--- src/rtl/oscs_pkg.sv ---
// Shared constants, encodings and helpers for the synthesizer control ends.
// Assumes both ends run from one system clock and one synchronous reset.
package oscs_pkg;
  localparam int          CLK_HZ       = 10_000_000;
  localparam int          ADDR_W       = 7;
  localparam int          DATA_W       = 8;
  localparam logic [4:0]  FRAME_BITS   = 5'h10;
  localparam logic [4:0]  ADDR_BITS    = 5'h07;
  localparam int          NUM_REGS     = 19;
  localparam int          NUM_OUT      = 5;
  localparam logic        RW_READ      = 1'b1;
  // Register indices
  localparam logic [6:0]  REG_STATUS   = 7'h00;
  localparam logic [6:0]  REG_CAL      = 7'h02;
  localparam logic [6:0]  REG_MODE     = 7'h03;
  localparam logic [6:0]  REG_BAND     = 7'h04;
  localparam logic [6:0]  REG_RDIV     = 7'h05;
  localparam logic [6:0]  REG_NDIV     = 7'h06;
  localparam logic [6:0]  REG_OUT_CFG0 = 7'h09;
  localparam logic [6:0]  REG_OUT_DLY0 = 7'h0a;
  localparam logic [6:0]  REG_LAST     = 7'h12;
  // Field positions
  localparam int          BIT_LOCK      = 2;
  localparam int          BIT_CAL       = 0;
  localparam int          BIT_WRITE_TRIGGERED_CALIBRATION   = 3;
  localparam int          BIT_RAO       = 2;
  localparam int          BIT_ALIGN_FB  = 7;
  localparam int          BIT_ALIGN_REF = 6;
  localparam int          BIT_OUT_ALIGN = 7;
  localparam int          BIT_OUT_MUTE  = 4;
  localparam int          RDIV_LSB      = 2;
  localparam int          BAND_LSB      = 4;
  // Reset values
  localparam logic [7:0]  RST_MODE     = 8'h08;
  // Timing
  localparam logic [9:0]  SILENT_P_CYCLES = 10'h012;
  localparam int          SYNC_MIN_MS     = 1;
  localparam int          MS_PER_S        = 1000;

  typedef enum logic [1:0] {
    CAL_IDLE   = 2'h0,
    CAL_RUN    = 2'h1,
    CAL_SETTLE = 2'h3,
    CAL_LOCKED = 2'h2
  } oscs_cal_t;

  typedef enum logic [1:0] {
    HS_IDLE  = 2'h0,
    HS_SHIFT = 2'h1,
    HS_END   = 2'h3
  } oscs_hser_t;

  // Output divide code to ratio
  function automatic logic [9:0] out_div_ratio(input logic [3:0] code);
    logic [9:0] r;
    r = 10'h001;
    case (code)
      4'h0: r = 10'h001;
      4'h1: r = 10'h002;
      4'h2: r = 10'h004;
      4'h3: r = 10'h008;
      4'h4: r = 10'h00c;
      4'h5: r = 10'h010;
      4'h6: r = 10'h018;
      4'h7: r = 10'h020;
      4'h8: r = 10'h030;
      4'h9: r = 10'h040;
      4'ha: r = 10'h060;
      4'hb: r = 10'h080;
      4'hc: r = 10'h0c0;
      4'hd: r = 10'h100;
      4'he: r = 10'h180;
      default: r = 10'h200;
    endcase
    return r;
  endfunction

  // Band divide code to value
  function automatic logic [9:0] band_div(input logic [3:0] code);
    logic [9:0] b;
    b = {code, 6'h00};
    if (code == 4'ha) b = 10'h100;
    if (code == 4'hb) b = 10'h180;
    return b;
  endfunction

  // Delay setting for reference-aligned mode
  function automatic int delay_setting(input int dxi, input int n, input int m0);
    int prod;
    prod = n * m0;
    return dxi + ((int'(SILENT_P_CYCLES) + prod - 1) / prod) * prod - int'(SILENT_P_CYCLES);
  endfunction

  // Alignment bits for output-0 delay register
  function automatic logic [7:0] align_bits(input int r);
    logic [7:0] v;
    v = 8'h00;
    v[BIT_ALIGN_FB] = 1'b1;
    v[BIT_ALIGN_REF] = (r >= 2);
    return v;
  endfunction

  // Alignment pulse width in reference periods
  function automatic int sync_width(input int ref_hz);
    int per;
    per = ref_hz / MS_PER_S * SYNC_MIN_MS;
    return 2 * ((per + 1) / 2) + 1;
  endfunction
endpackage

--- src/rtl/oscs_if.sv ---
// Link between host controller and synthesizer control logic.
// Assumes all signals are synchronous to the shared system clock.
`timescale 1ns/10ps
interface oscs_if;
  logic cs_n;
  logic sck;
  logic sdi;
  logic sdo;
  logic stat;
  logic sync;
  logic ref_tick;

  modport dev  (input cs_n, sck, sdi, sync, ref_tick, output sdo, stat);
  modport host (output cs_n, sck, sdi, sync, ref_tick, input sdo, stat);
endinterface

--- src/rtl/oscs_device.sv ---
// Synthesizer control end: serial registers, calibration, lock, output restart.
// Assumes link inputs are synchronous to CLK_SYS and host frames are 16 bits.
`timescale 1ns/10ps
module oscs_device #(
  parameter logic [15:0] CAL_STEP   = 16'h0001,
  parameter logic [7:0]  LOCK_EDGES = 8'h04,
  parameter logic [3:0]  PRESC_DIV  = 4'h2
) (
  input  wire logic       CLK_SYS,  // System clock
  input  wire logic       SYS_RST,  // Synchronous reset, high
  oscs_if.dev             LINK,     // Serial port, sync, status
  output logic [4:0]      OUT_CLK,  // Output clock levels
  output logic            CAL_BUSY  // Calibration running
);

  typedef struct packed {
    logic [18:0][7:0]   regs;
    logic [15:0]        shin;
    logic [7:0]         shout;
    logic [4:0]         bits;
    logic               sck_q;
    logic               cs_q;
    logic               sync_q;
    oscs_pkg::oscs_cal_t cal;
    logic [15:0]        cal_cnt;
    logic               lock;
    logic               busy;
    logic [3:0]         p_cnt;
    logic [5:0]         r_cnt;
    logic [7:0]         n_cnt;
    logic [4:0][9:0]    ocnt;
    logic [4:0][9:0]    osil;
    logic [4:0]         run;
    logic [4:0]         oclk;
    logic               pend;
    logic               sdo;
    logic               stat;
  } oscs_dev_state_t;

  oscs_dev_state_t s_reg;
  oscs_dev_state_t s_next;

  // Register read view
  function automatic logic [7:0] read_byte(input oscs_dev_state_t st, input logic [6:0] a);
    logic [7:0] v;
    v = 8'h00;
    if (a == oscs_pkg::REG_STATUS) begin
      v[oscs_pkg::BIT_LOCK] = st.lock;
    end else if (a <= oscs_pkg::REG_LAST) begin
      v = st.regs[a];
    end
    return v;
  endfunction

  always_comb begin
    logic       sck_rise;
    logic       sck_fall;
    logic       cs_rise;
    logic       reference_aligned_output_mode;
    logic       p_tick;
    logic       r_edge;
    logic       fb_src;
    logic       fb_edge;
    logic       retime;
    logic       cal_req;
    logic [6:0] waddr;
    logic [7:0] wdata;
    logic [5:0] rdiv;
    logic [7:0] ndiv;
    logic [7:0] cfg;
    logic [9:0] ratio;
    logic [9:0] ratio0;
    logic       aligned;
    sck_rise = 1'b0;
    sck_fall = 1'b0;
    cs_rise  = 1'b0;
    reference_aligned_output_mode      = 1'b0;
    p_tick   = 1'b0;
    r_edge   = 1'b0;
    fb_src   = 1'b0;
    fb_edge  = 1'b0;
    retime   = 1'b0;
    cal_req  = 1'b0;
    waddr    = 7'h00;
    wdata    = 8'h00;
    rdiv     = 6'h00;
    ndiv     = 8'h00;
    cfg      = 8'h00;
    ratio    = 10'h000;
    ratio0   = 10'h000;
    aligned  = 1'b0;
    s_next   = s_reg;

    sck_rise = LINK.sck & ~s_reg.sck_q;
    sck_fall = ~LINK.sck & s_reg.sck_q;
    cs_rise  = LINK.cs_n & ~s_reg.cs_q;
    reference_aligned_output_mode      = s_reg.regs[oscs_pkg::REG_MODE][oscs_pkg::BIT_RAO];
    s_next.sck_q  = LINK.sck;
    s_next.cs_q   = LINK.cs_n;
    s_next.sync_q = LINK.sync;

    // Serial shift in, read data out
    if (LINK.cs_n) begin
      s_next.bits = 5'h00;
    end else if (sck_rise && s_reg.bits != oscs_pkg::FRAME_BITS) begin
      s_next.shin = {s_reg.shin[14:0], LINK.sdi};
      s_next.bits = 5'(s_reg.bits + 5'h01);
      if (s_reg.bits == oscs_pkg::ADDR_BITS) begin
        s_next.shout = read_byte(s_reg, s_reg.shin[6:0]);
      end
    end else if (sck_fall && s_reg.bits > oscs_pkg::ADDR_BITS) begin
      s_next.sdo   = s_reg.shout[7];
      s_next.shout = {s_reg.shout[6:0], 1'b0};
    end

    // Calibration sequence
    unique case (s_reg.cal)
      oscs_pkg::CAL_IDLE: begin
      end
      oscs_pkg::CAL_RUN: begin
        if (s_reg.cal_cnt == 16'h0000) begin
          s_next.cal = oscs_pkg::CAL_SETTLE;
          s_next.regs[oscs_pkg::REG_CAL][oscs_pkg::BIT_CAL] = 1'b0;
          retime = 1'b1;
        end else begin
          s_next.cal_cnt = 16'(s_reg.cal_cnt - 16'h0001);
        end
      end
      oscs_pkg::CAL_SETTLE: begin
      end
      oscs_pkg::CAL_LOCKED: begin
      end
    endcase

    // Prescaler enable
    if (s_reg.p_cnt >= 4'(PRESC_DIV - 4'h1)) begin
      s_next.p_cnt = 4'h0;
      p_tick = 1'b1;
    end else begin
      s_next.p_cnt = 4'(s_reg.p_cnt + 4'h1);
    end

    // Reference divider
    rdiv = s_reg.regs[oscs_pkg::REG_RDIV][7:oscs_pkg::RDIV_LSB];
    if (rdiv == 6'h00) rdiv = 6'h01;
    if (LINK.ref_tick) begin
      if (s_reg.r_cnt >= 6'(rdiv - 6'h01)) begin
        s_next.r_cnt = 6'h00;
        r_edge = 1'b1;
      end else begin
        s_next.r_cnt = 6'(s_reg.r_cnt + 6'h01);
      end
    end
    // align bits read from delay register
    if (LINK.sync && !s_reg.sync_q &&
        (!reference_aligned_output_mode || s_reg.regs[oscs_pkg::REG_OUT_DLY0][oscs_pkg::BIT_ALIGN_REF])) begin
      s_next.r_cnt = 6'h00;
    end

    // Loop settling counted in comparison edges
    if (s_reg.cal == oscs_pkg::CAL_SETTLE && r_edge) begin
      if (s_reg.cal_cnt >= 16'(LOCK_EDGES - 8'h01)) begin
        s_next.cal  = oscs_pkg::CAL_LOCKED;
        s_next.lock = 1'b1;
      end else begin
        s_next.cal_cnt = 16'(s_reg.cal_cnt + 16'h0001);
      end
    end

    // Feedback divider
    ratio0 = oscs_pkg::out_div_ratio(s_reg.regs[oscs_pkg::REG_OUT_CFG0][3:0]);
    ndiv = s_reg.regs[oscs_pkg::REG_NDIV];
    if (ndiv == 8'h00) ndiv = 8'h01;
    fb_src = reference_aligned_output_mode ? (p_tick && s_reg.run[0] && s_reg.ocnt[0] == 10'(ratio0 - 10'h001))
                 : p_tick;
    if (fb_src) begin
      if (s_reg.n_cnt >= 8'(ndiv - 8'h01)) begin
        s_next.n_cnt = 8'h00;
        fb_edge = 1'b1;
      end else begin
        s_next.n_cnt = 8'(s_reg.n_cnt + 8'h01);
      end
    end

    if (s_reg.pend && fb_edge) begin
      s_next.pend = 1'b0;
      retime = 1'b1;
    end
    if (!LINK.sync && s_reg.sync_q) begin
      if (reference_aligned_output_mode && s_reg.regs[oscs_pkg::REG_OUT_DLY0][oscs_pkg::BIT_ALIGN_FB]) begin
        s_next.pend = 1'b1;
      end else begin
        retime = 1'b1;
      end
    end
    if (retime) s_next.n_cnt = 8'h00;

    if (cs_rise && s_reg.bits == oscs_pkg::FRAME_BITS && s_reg.shin[8] != oscs_pkg::RW_READ) begin
      waddr = s_reg.shin[15:9];
      wdata = s_reg.shin[7:0];
      if (waddr != oscs_pkg::REG_STATUS && waddr <= oscs_pkg::REG_LAST) begin
        s_next.regs[waddr] = wdata;
        if (waddr == oscs_pkg::REG_CAL && wdata[oscs_pkg::BIT_CAL]) cal_req = 1'b1;
        if (waddr != oscs_pkg::REG_CAL &&
            s_next.regs[oscs_pkg::REG_MODE][oscs_pkg::BIT_WRITE_TRIGGERED_CALIBRATION]) cal_req = 1'b1;
      end
    end
    if (cal_req) begin
      s_next.cal  = oscs_pkg::CAL_RUN;
      s_next.lock = 1'b0;
      s_next.cal_cnt = 16'(oscs_pkg::band_div(
        s_next.regs[oscs_pkg::REG_BAND][7:oscs_pkg::BAND_LSB]) * CAL_STEP);
    end

    // Output dividers
    for (int i = 0; i < oscs_pkg::NUM_OUT; i++) begin
      cfg = s_reg.regs[oscs_pkg::REG_OUT_CFG0 + 7'(2 * i)];
      ratio = oscs_pkg::out_div_ratio(cfg[3:0]);
      aligned = (reference_aligned_output_mode && i == 0) ? 1'b1 : cfg[oscs_pkg::BIT_OUT_ALIGN];
      if (retime && aligned) begin
        s_next.run[i]  = 1'b0;
        s_next.ocnt[i] = 10'h000;
        s_next.osil[i] = (reference_aligned_output_mode && i == 0) ? oscs_pkg::SILENT_P_CYCLES :
          10'(oscs_pkg::SILENT_P_CYCLES + {2'b00, s_reg.regs[oscs_pkg::REG_OUT_DLY0 + 7'(2 * i)]});
      end else if (p_tick) begin
        if (!s_reg.run[i]) begin
          if (s_reg.osil[i] == 10'h000) begin
            s_next.run[i] = 1'b1;
          end else begin
            s_next.osil[i] = 10'(s_reg.osil[i] - 10'h001);
          end
        end else if (s_reg.ocnt[i] >= 10'(ratio - 10'h001)) begin
          s_next.ocnt[i] = 10'h000;
        end else begin
          s_next.ocnt[i] = 10'(s_reg.ocnt[i] + 10'h001);
        end
      end
      // output 0 restarts at feedback edge
      if (reference_aligned_output_mode && i == 0 && fb_edge && s_reg.run[0]) s_next.ocnt[0] = 10'h000;
      s_next.oclk[i] = s_next.run[i] &&
        (ratio == 10'h001 || s_next.ocnt[i] < {1'b0, ratio[9:1]});
      if (cfg[oscs_pkg::BIT_OUT_MUTE] && s_next.cal == oscs_pkg::CAL_RUN) s_next.oclk[i] = 1'b0;
    end

    s_next.busy = (s_next.cal == oscs_pkg::CAL_RUN);
    s_next.stat = ~s_next.lock;
  end

  always_ff @(posedge CLK_SYS) begin
    if (SYS_RST) begin
      s_reg <= '0;
      s_reg.regs[oscs_pkg::REG_MODE] <= oscs_pkg::RST_MODE;
      s_reg.stat <= 1'b1;
      s_reg.sck_q <= 1'b0;
      s_reg.cs_q <= 1'b1;
    end else begin
      s_reg <= s_next;
    end
  end

  assign OUT_CLK   = s_reg.oclk;
  assign CAL_BUSY  = s_reg.busy;
  assign LINK.sdo  = s_reg.sdo;
  assign LINK.stat = s_reg.stat;
endmodule

--- src/flat_wrapper.sv ---
// flat-port wrapper written by rule: the top's interface ports become plain ports
module oscs_device_flat 
#(
  parameter logic [15:0] CAL_STEP   = 16'h0001,
  parameter logic [7:0]  LOCK_EDGES = 8'h04,
  parameter logic [3:0]  PRESC_DIV  = 4'h2
)
  (CLK_SYS, SYS_RST, OUT_CLK, CAL_BUSY, LINK_cs_n, LINK_sck, LINK_sdi, LINK_sync, LINK_ref_tick, LINK_sdo, LINK_stat);
  oscs_if LINK_i ();
  input  wire logic CLK_SYS;
  input  wire logic SYS_RST;
  output logic [4:0] OUT_CLK;
  output logic CAL_BUSY;
  input wire logic [$bits(LINK_i.cs_n)-1:0] LINK_cs_n;
  input wire logic [$bits(LINK_i.sck)-1:0] LINK_sck;
  input wire logic [$bits(LINK_i.sdi)-1:0] LINK_sdi;
  input wire logic [$bits(LINK_i.sync)-1:0] LINK_sync;
  input wire logic [$bits(LINK_i.ref_tick)-1:0] LINK_ref_tick;
  output wire logic [$bits(LINK_i.sdo)-1:0] LINK_sdo;
  output wire logic [$bits(LINK_i.stat)-1:0] LINK_stat;
  assign LINK_i.cs_n = LINK_cs_n;
  assign LINK_i.sck = LINK_sck;
  assign LINK_i.sdi = LINK_sdi;
  assign LINK_i.sync = LINK_sync;
  assign LINK_i.ref_tick = LINK_ref_tick;
  assign LINK_sdo = LINK_i.sdo;
  assign LINK_stat = LINK_i.stat;
  oscs_device #(.CAL_STEP(CAL_STEP), .LOCK_EDGES(LOCK_EDGES), .PRESC_DIV(PRESC_DIV)) u_core (.CLK_SYS(CLK_SYS), .SYS_RST(SYS_RST), .LINK(LINK_i), .OUT_CLK(OUT_CLK), .CAL_BUSY(CAL_BUSY));
endmodule
--- config.mk ---
export PLATFORM = sky130hd
export DESIGN_NAME = oscs_device_flat
export DESIGN_NICKNAME = d
export VERILOG_FILES = /design/src/rtl/oscs_pkg.sv /design/src/rtl/oscs_if.sv /design/src/rtl/oscs_device.sv /design/src/flat_wrapper.sv
export SDC_FILE = /design/constraint.sdc
export NUM_CORES = 1
export LEC_CHECK = 0
export BUFFER_PORTS_ARGS = -buffer_cell sky130_fd_sc_hd__buf_2
export CAP_MARGIN = 25
export CORE_MARGIN = 8
export CORE_UTILIZATION = 40
export CTS_CLUSTER_DIAMETER = 150
export CTS_CLUSTER_SIZE = 25
export DETAILED_ROUTE_END_ITERATION = 10
export SYNTH_ARGS = -nofsm -noshare
export SYNTH_HDL_FRONTEND = slang
export SYNTH_SLANG_ARGS = --single-unit
--- constraint.sdc ---
create_clock -name CLK_SYS -period 4.3 [get_ports CLK_SYS]
set_input_delay 0.43 -clock CLK_SYS [delete_from_list [all_inputs] [get_ports CLK_SYS]]
set_output_delay 0.43 -clock CLK_SYS [all_outputs]
set_load 0.02 [all_outputs]
==> results_dict.tcl <==
set metrics [dict create \
    outcome "complete, but fails checks" \
    violations "setup timing" \
    yosysTopAreaCellShare 0.353 \
    grt_pass1_wl_um 96100 \
    synthFlopType "dfxtp_1" \
    via_per_inst 5.60 \
    worstSetupPathType "register to register" \
    syn_to_final_growth_pct 9.30 \
    hold_slack_ns 0.125 \
    portBuffers 14 \
    antenna_found_initial 1 \
    reg2reg_to "u_core.OUT_CLK[1]$_SDFF_PP0_" \
    drt-initial-drc-count 1522 \
    synth_fp_nets 2754 \
    post_drt_wl_per_cell_um 18.2 \
    clkSlewWorstSetupHoldPaths_ns 0.10 \
    grt.total_usage 0.185 \
    place_hpwl_um 43900 \
    worstPathArrival_ns 4.81 \
    slew_violations 0 \
    cp_max_fo 6 \
    cts_htree_levels 1 \
    cts_tree "done" \
    die-area_um2 62300 \
    holdPathStages 3 \
    synth.avg_cell_area_um2 8.42 \
    rsz0062_at_grt "true" \
    cpPeakStageDelay_ns 0.55 \
    dr_total_vias 18500 \
    dp.cells 3268 \
    placed_cell_area_um2 22900 \
    hold_path.class "primary input to register" \
    synth-async-reset-ratio 0 \
    endpoint_kind "register" \
    p_per_area_nw_per_um2 319 \
    core-area_um2 53900 \
    cp_num_buf_inv 0 \
    rows 85 \
    setup-violations-final 2 \
    ir_worst_vdd_mv 0.224 \
    antennaDiodeCount 0 \
    hold_start "LINK_sdi" \
    path_delay_family "compound AO/OA/AOI/OAI gates" \
    grt.overflow.total 0 \
    ys_ff_latch 385 \
    min_period_over_period 1.01 \
    hold_violations 0 \
    period_minus_slack_ns 4.35 \
    clk_latency_ns 0.57 \
    cts_max_path_buffers 3 \
    min_to "u_core.s_reg[167]$_SDFFE_PP0P_" \
    synth_cell_types 97 \
    drive_above_1_share 0.107 \
    postRouteAntennaNets 0 \
    reg2reg_from "u_core.s_reg[236]$_SDFFE_PP0P_" \
    drc 0 \
    cts_buffers 19 \
    fp.dieH_um 250 \
    max_slew_margin 0.309 \
    fin_worst_skew_ns 0.0357 \
    fmax_mhz 230 \
    start_util 0.405 \
    cap_viol_max_count 0 \
    setup_ws_ns -0.0506 \
    crit_required_ns 4.76 \
    instances_no_fill 3298 \
    syn-cell-area_um2 21800 \
    die_w_um 250 \
    synthCells 2591 \
    cts_num_sinks 385 \
    cellLeakagePower_nw 8.81 \
    synth_area_leaders "dfxtp_1, ha_1, nand2_1" \
    cp-start-kind "register" \
    stdcell_area_um2 23800 \
    synth_warnings 0 \
    cp_slowest_cell "or4_4" \
    place_congestion 0.950 \
    firstDrtPassIters 5 \
    first_global_vias 17800 \
    worstMarginPinSlew_ns 1.03 \
    yosysTopAreaCell "dfxtp_1" \
    path_cells "or4_4 > nor4_4 > nor2_2 > ha_2 > ha_1 > a2111o_1 > a31o_4 > a22oi_2 > nand2_2 > nor2_2 > ha_1 > and3_4 > a221o_1 > a21oi_2 > o21ai_1 > a31o_2 > a2111oi_4" \
    cts-root-buf "clkbuf_16" \
    final_core_util 0.442 \
    synth_edf_count 0 \
    fin_nets 2765 \
    grt_max_degree 142 \
    drt_wl_total_um 60000 \
    ys_seq_area_frac 0.353 \
    worstRegToRegCells 17 \
    io_pins 15 \
    fillers 5244 \
    r2r_setup_slack_ns -0.05 \
]
-- cell usage in the layout (no fill, tap or decap), types with 8 or more instances in the layout --
master | synthesis | routed
nand3b_1 | 10 | 10
and2_1 | 10 | 10
nor2b_1 | 33 | 32
ha_1 | 156 | 150
nand2_1 | 375 | 372
and3_1 | 31 | 30
nor2_1 | 251 | 243
dfxtp_1 | 385 | 379
nand4b_1 | 9 | 9
a21oi_2 | 3 | 11
buf_4 | 11 | 93
nand4_1 | 57 | 57
nor3_1 | 111 | 106
nand3_1 | 73 | 72
o211ai_1 | 8 | 8
a21o_1 | 24 | 24
o31ai_1 | 17 | 16
o21ai_0 | 42 | 38
o21a_1 | 12 | 12
nand2b_1 | 19 | 18
nor4_1 | 45 | 43
buf_2 | 28 | 13
a21oi_1 | 193 | 185
clkbuf_16 | 0 | 19
xnor2_1 | 111 | 109
mux4_2 | 40 | 40
xor2_1 | 66 | 66
mux2i_1 | 52 | 52
or3_1 | 11 | 11
inv_1 | 110 | 109
a221oi_1 | 8 | 8
a211oi_1 | 46 | 44
-- cell families after synthesis --
| logic type | share of synthesized area |
|---|---|
| AO/OA/AOI/OAI | 0.134 |
| XOR/XNOR | 0.0711 |
| adder cells (fa/ha/maj) | 0.0895 |
| buffers and inverters | 0.0449 |
| flip-flops | 0.353 |
| multiplexers | 0.0667 |
| other | 0.000172 |
| AND/OR/NAND/NOR | 0.240 |
-- worst max-delay path by stage --
stage / start / to / slack, ns / depth (start not counted)
after floorplan: u_core.s_reg[236]$_SDFFE_PP0P_ / u_core.OUT_CLK[1]$_SDFF_PP0_ / -0.29 / 19
after global placement: u_core.s_reg[236]$_SDFFE_PP0P_ / u_core.OUT_CLK[1]$_SDFF_PP0_ / -0.21 / 17
after detailed placement: u_core.s_reg[236]$_SDFFE_PP0P_ / u_core.OUT_CLK[1]$_SDFF_PP0_ / -0.31 / 17
after CTS: u_core.s_reg[236]$_SDFFE_PP0P_ / u_core.OUT_CLK[1]$_SDFF_PP0_ / -0.13 / 17
after global routing: u_core.s_reg[236]$_SDFFE_PP0P_ / u_core.OUT_CLK[1]$_SDFF_PP0_ / -0.22 / 21
final: u_core.s_reg[236]$_SDFFE_PP0P_ / u_core.OUT_CLK[1]$_SDFF_PP0_ / -0.05 / 17
-- cell type report --
class,instances,area [µm²],share of cell area
clock buffer,19,475,0.0199
clock inverter,2,25.0,0.00105
inverter,115,432,0.0181
multi-input combinational,1968,13500,0.565
sequential,385,7710,0.324
tap,696,871,0.0365
timing repair buffer,113,855,0.0358
-- tightest hold or removal path, stage by stage --
cell,delay (ns)
buf_2,0.07
mux2i_1,0.06
nor2_1,0.08
-- stage by stage --
stage / power (mW) / setup WS (ns) / TNS (ns)
CTS: 7.66 / -0.129 / -0.312
global placement: 5.59 / -0.210 / -0.713
detailed placement: 5.63 / -0.306 / -1.21
finish: 7.61 / -0.0506 / -0.0863
floorplan: 5.29 / -0.291 / -0.835
global route: 8.01 / -0.217 / -0.530
-- layer usage --
layer	GRT usage	wire length (µm)	vias up
met4	0.0534	1620	0
met1	0.256	28200	8792
met2	0.299	26800	451
met3	0.0229	3330	86
met5	0	0	-
li1	-	-	9155
-- power by group --
group | total (mW) | leakage, nW | internal [mW] | switching (mW)
Sequential | 3.97 | 3.11 | 3.77 | 0.199
Combinational | 1.64 | 5.45 | 0.718 | 0.925
Clock | 2.00 | 0.246 | 0.813 | 1.19
Total | 7.61 | 8.81 | 5.30 | 2.31
-- Yosys cell counts (40+ instances only) --
master and number:
dfxtp_1 385, a211oi_1 46, clkbuf_1 75, mux2i_1 52, nor2_1 251, nor3_1 111
nand2_1 375, nand4_1 57, nand3_1 73, mux4_2 40, inv_1 110, a21oi_1 193
xor2_1 66, o21ai_0 42, xnor2_1 111, nor4_1 45, ha_1 156
-- what timing repair did --
action / 4_1_cts / 5_1_grt
cloned: 0 / 0
pin swaps: 27 / 30
hold buffers: 0 / 0
gates resized for setup: 34 / 42
endpoints found under the setup margin: 5 / 5
endpoints found under the hold margin: 0 / 0
setup buffers: 2 / 7
(Power assumes the default switching activity.)
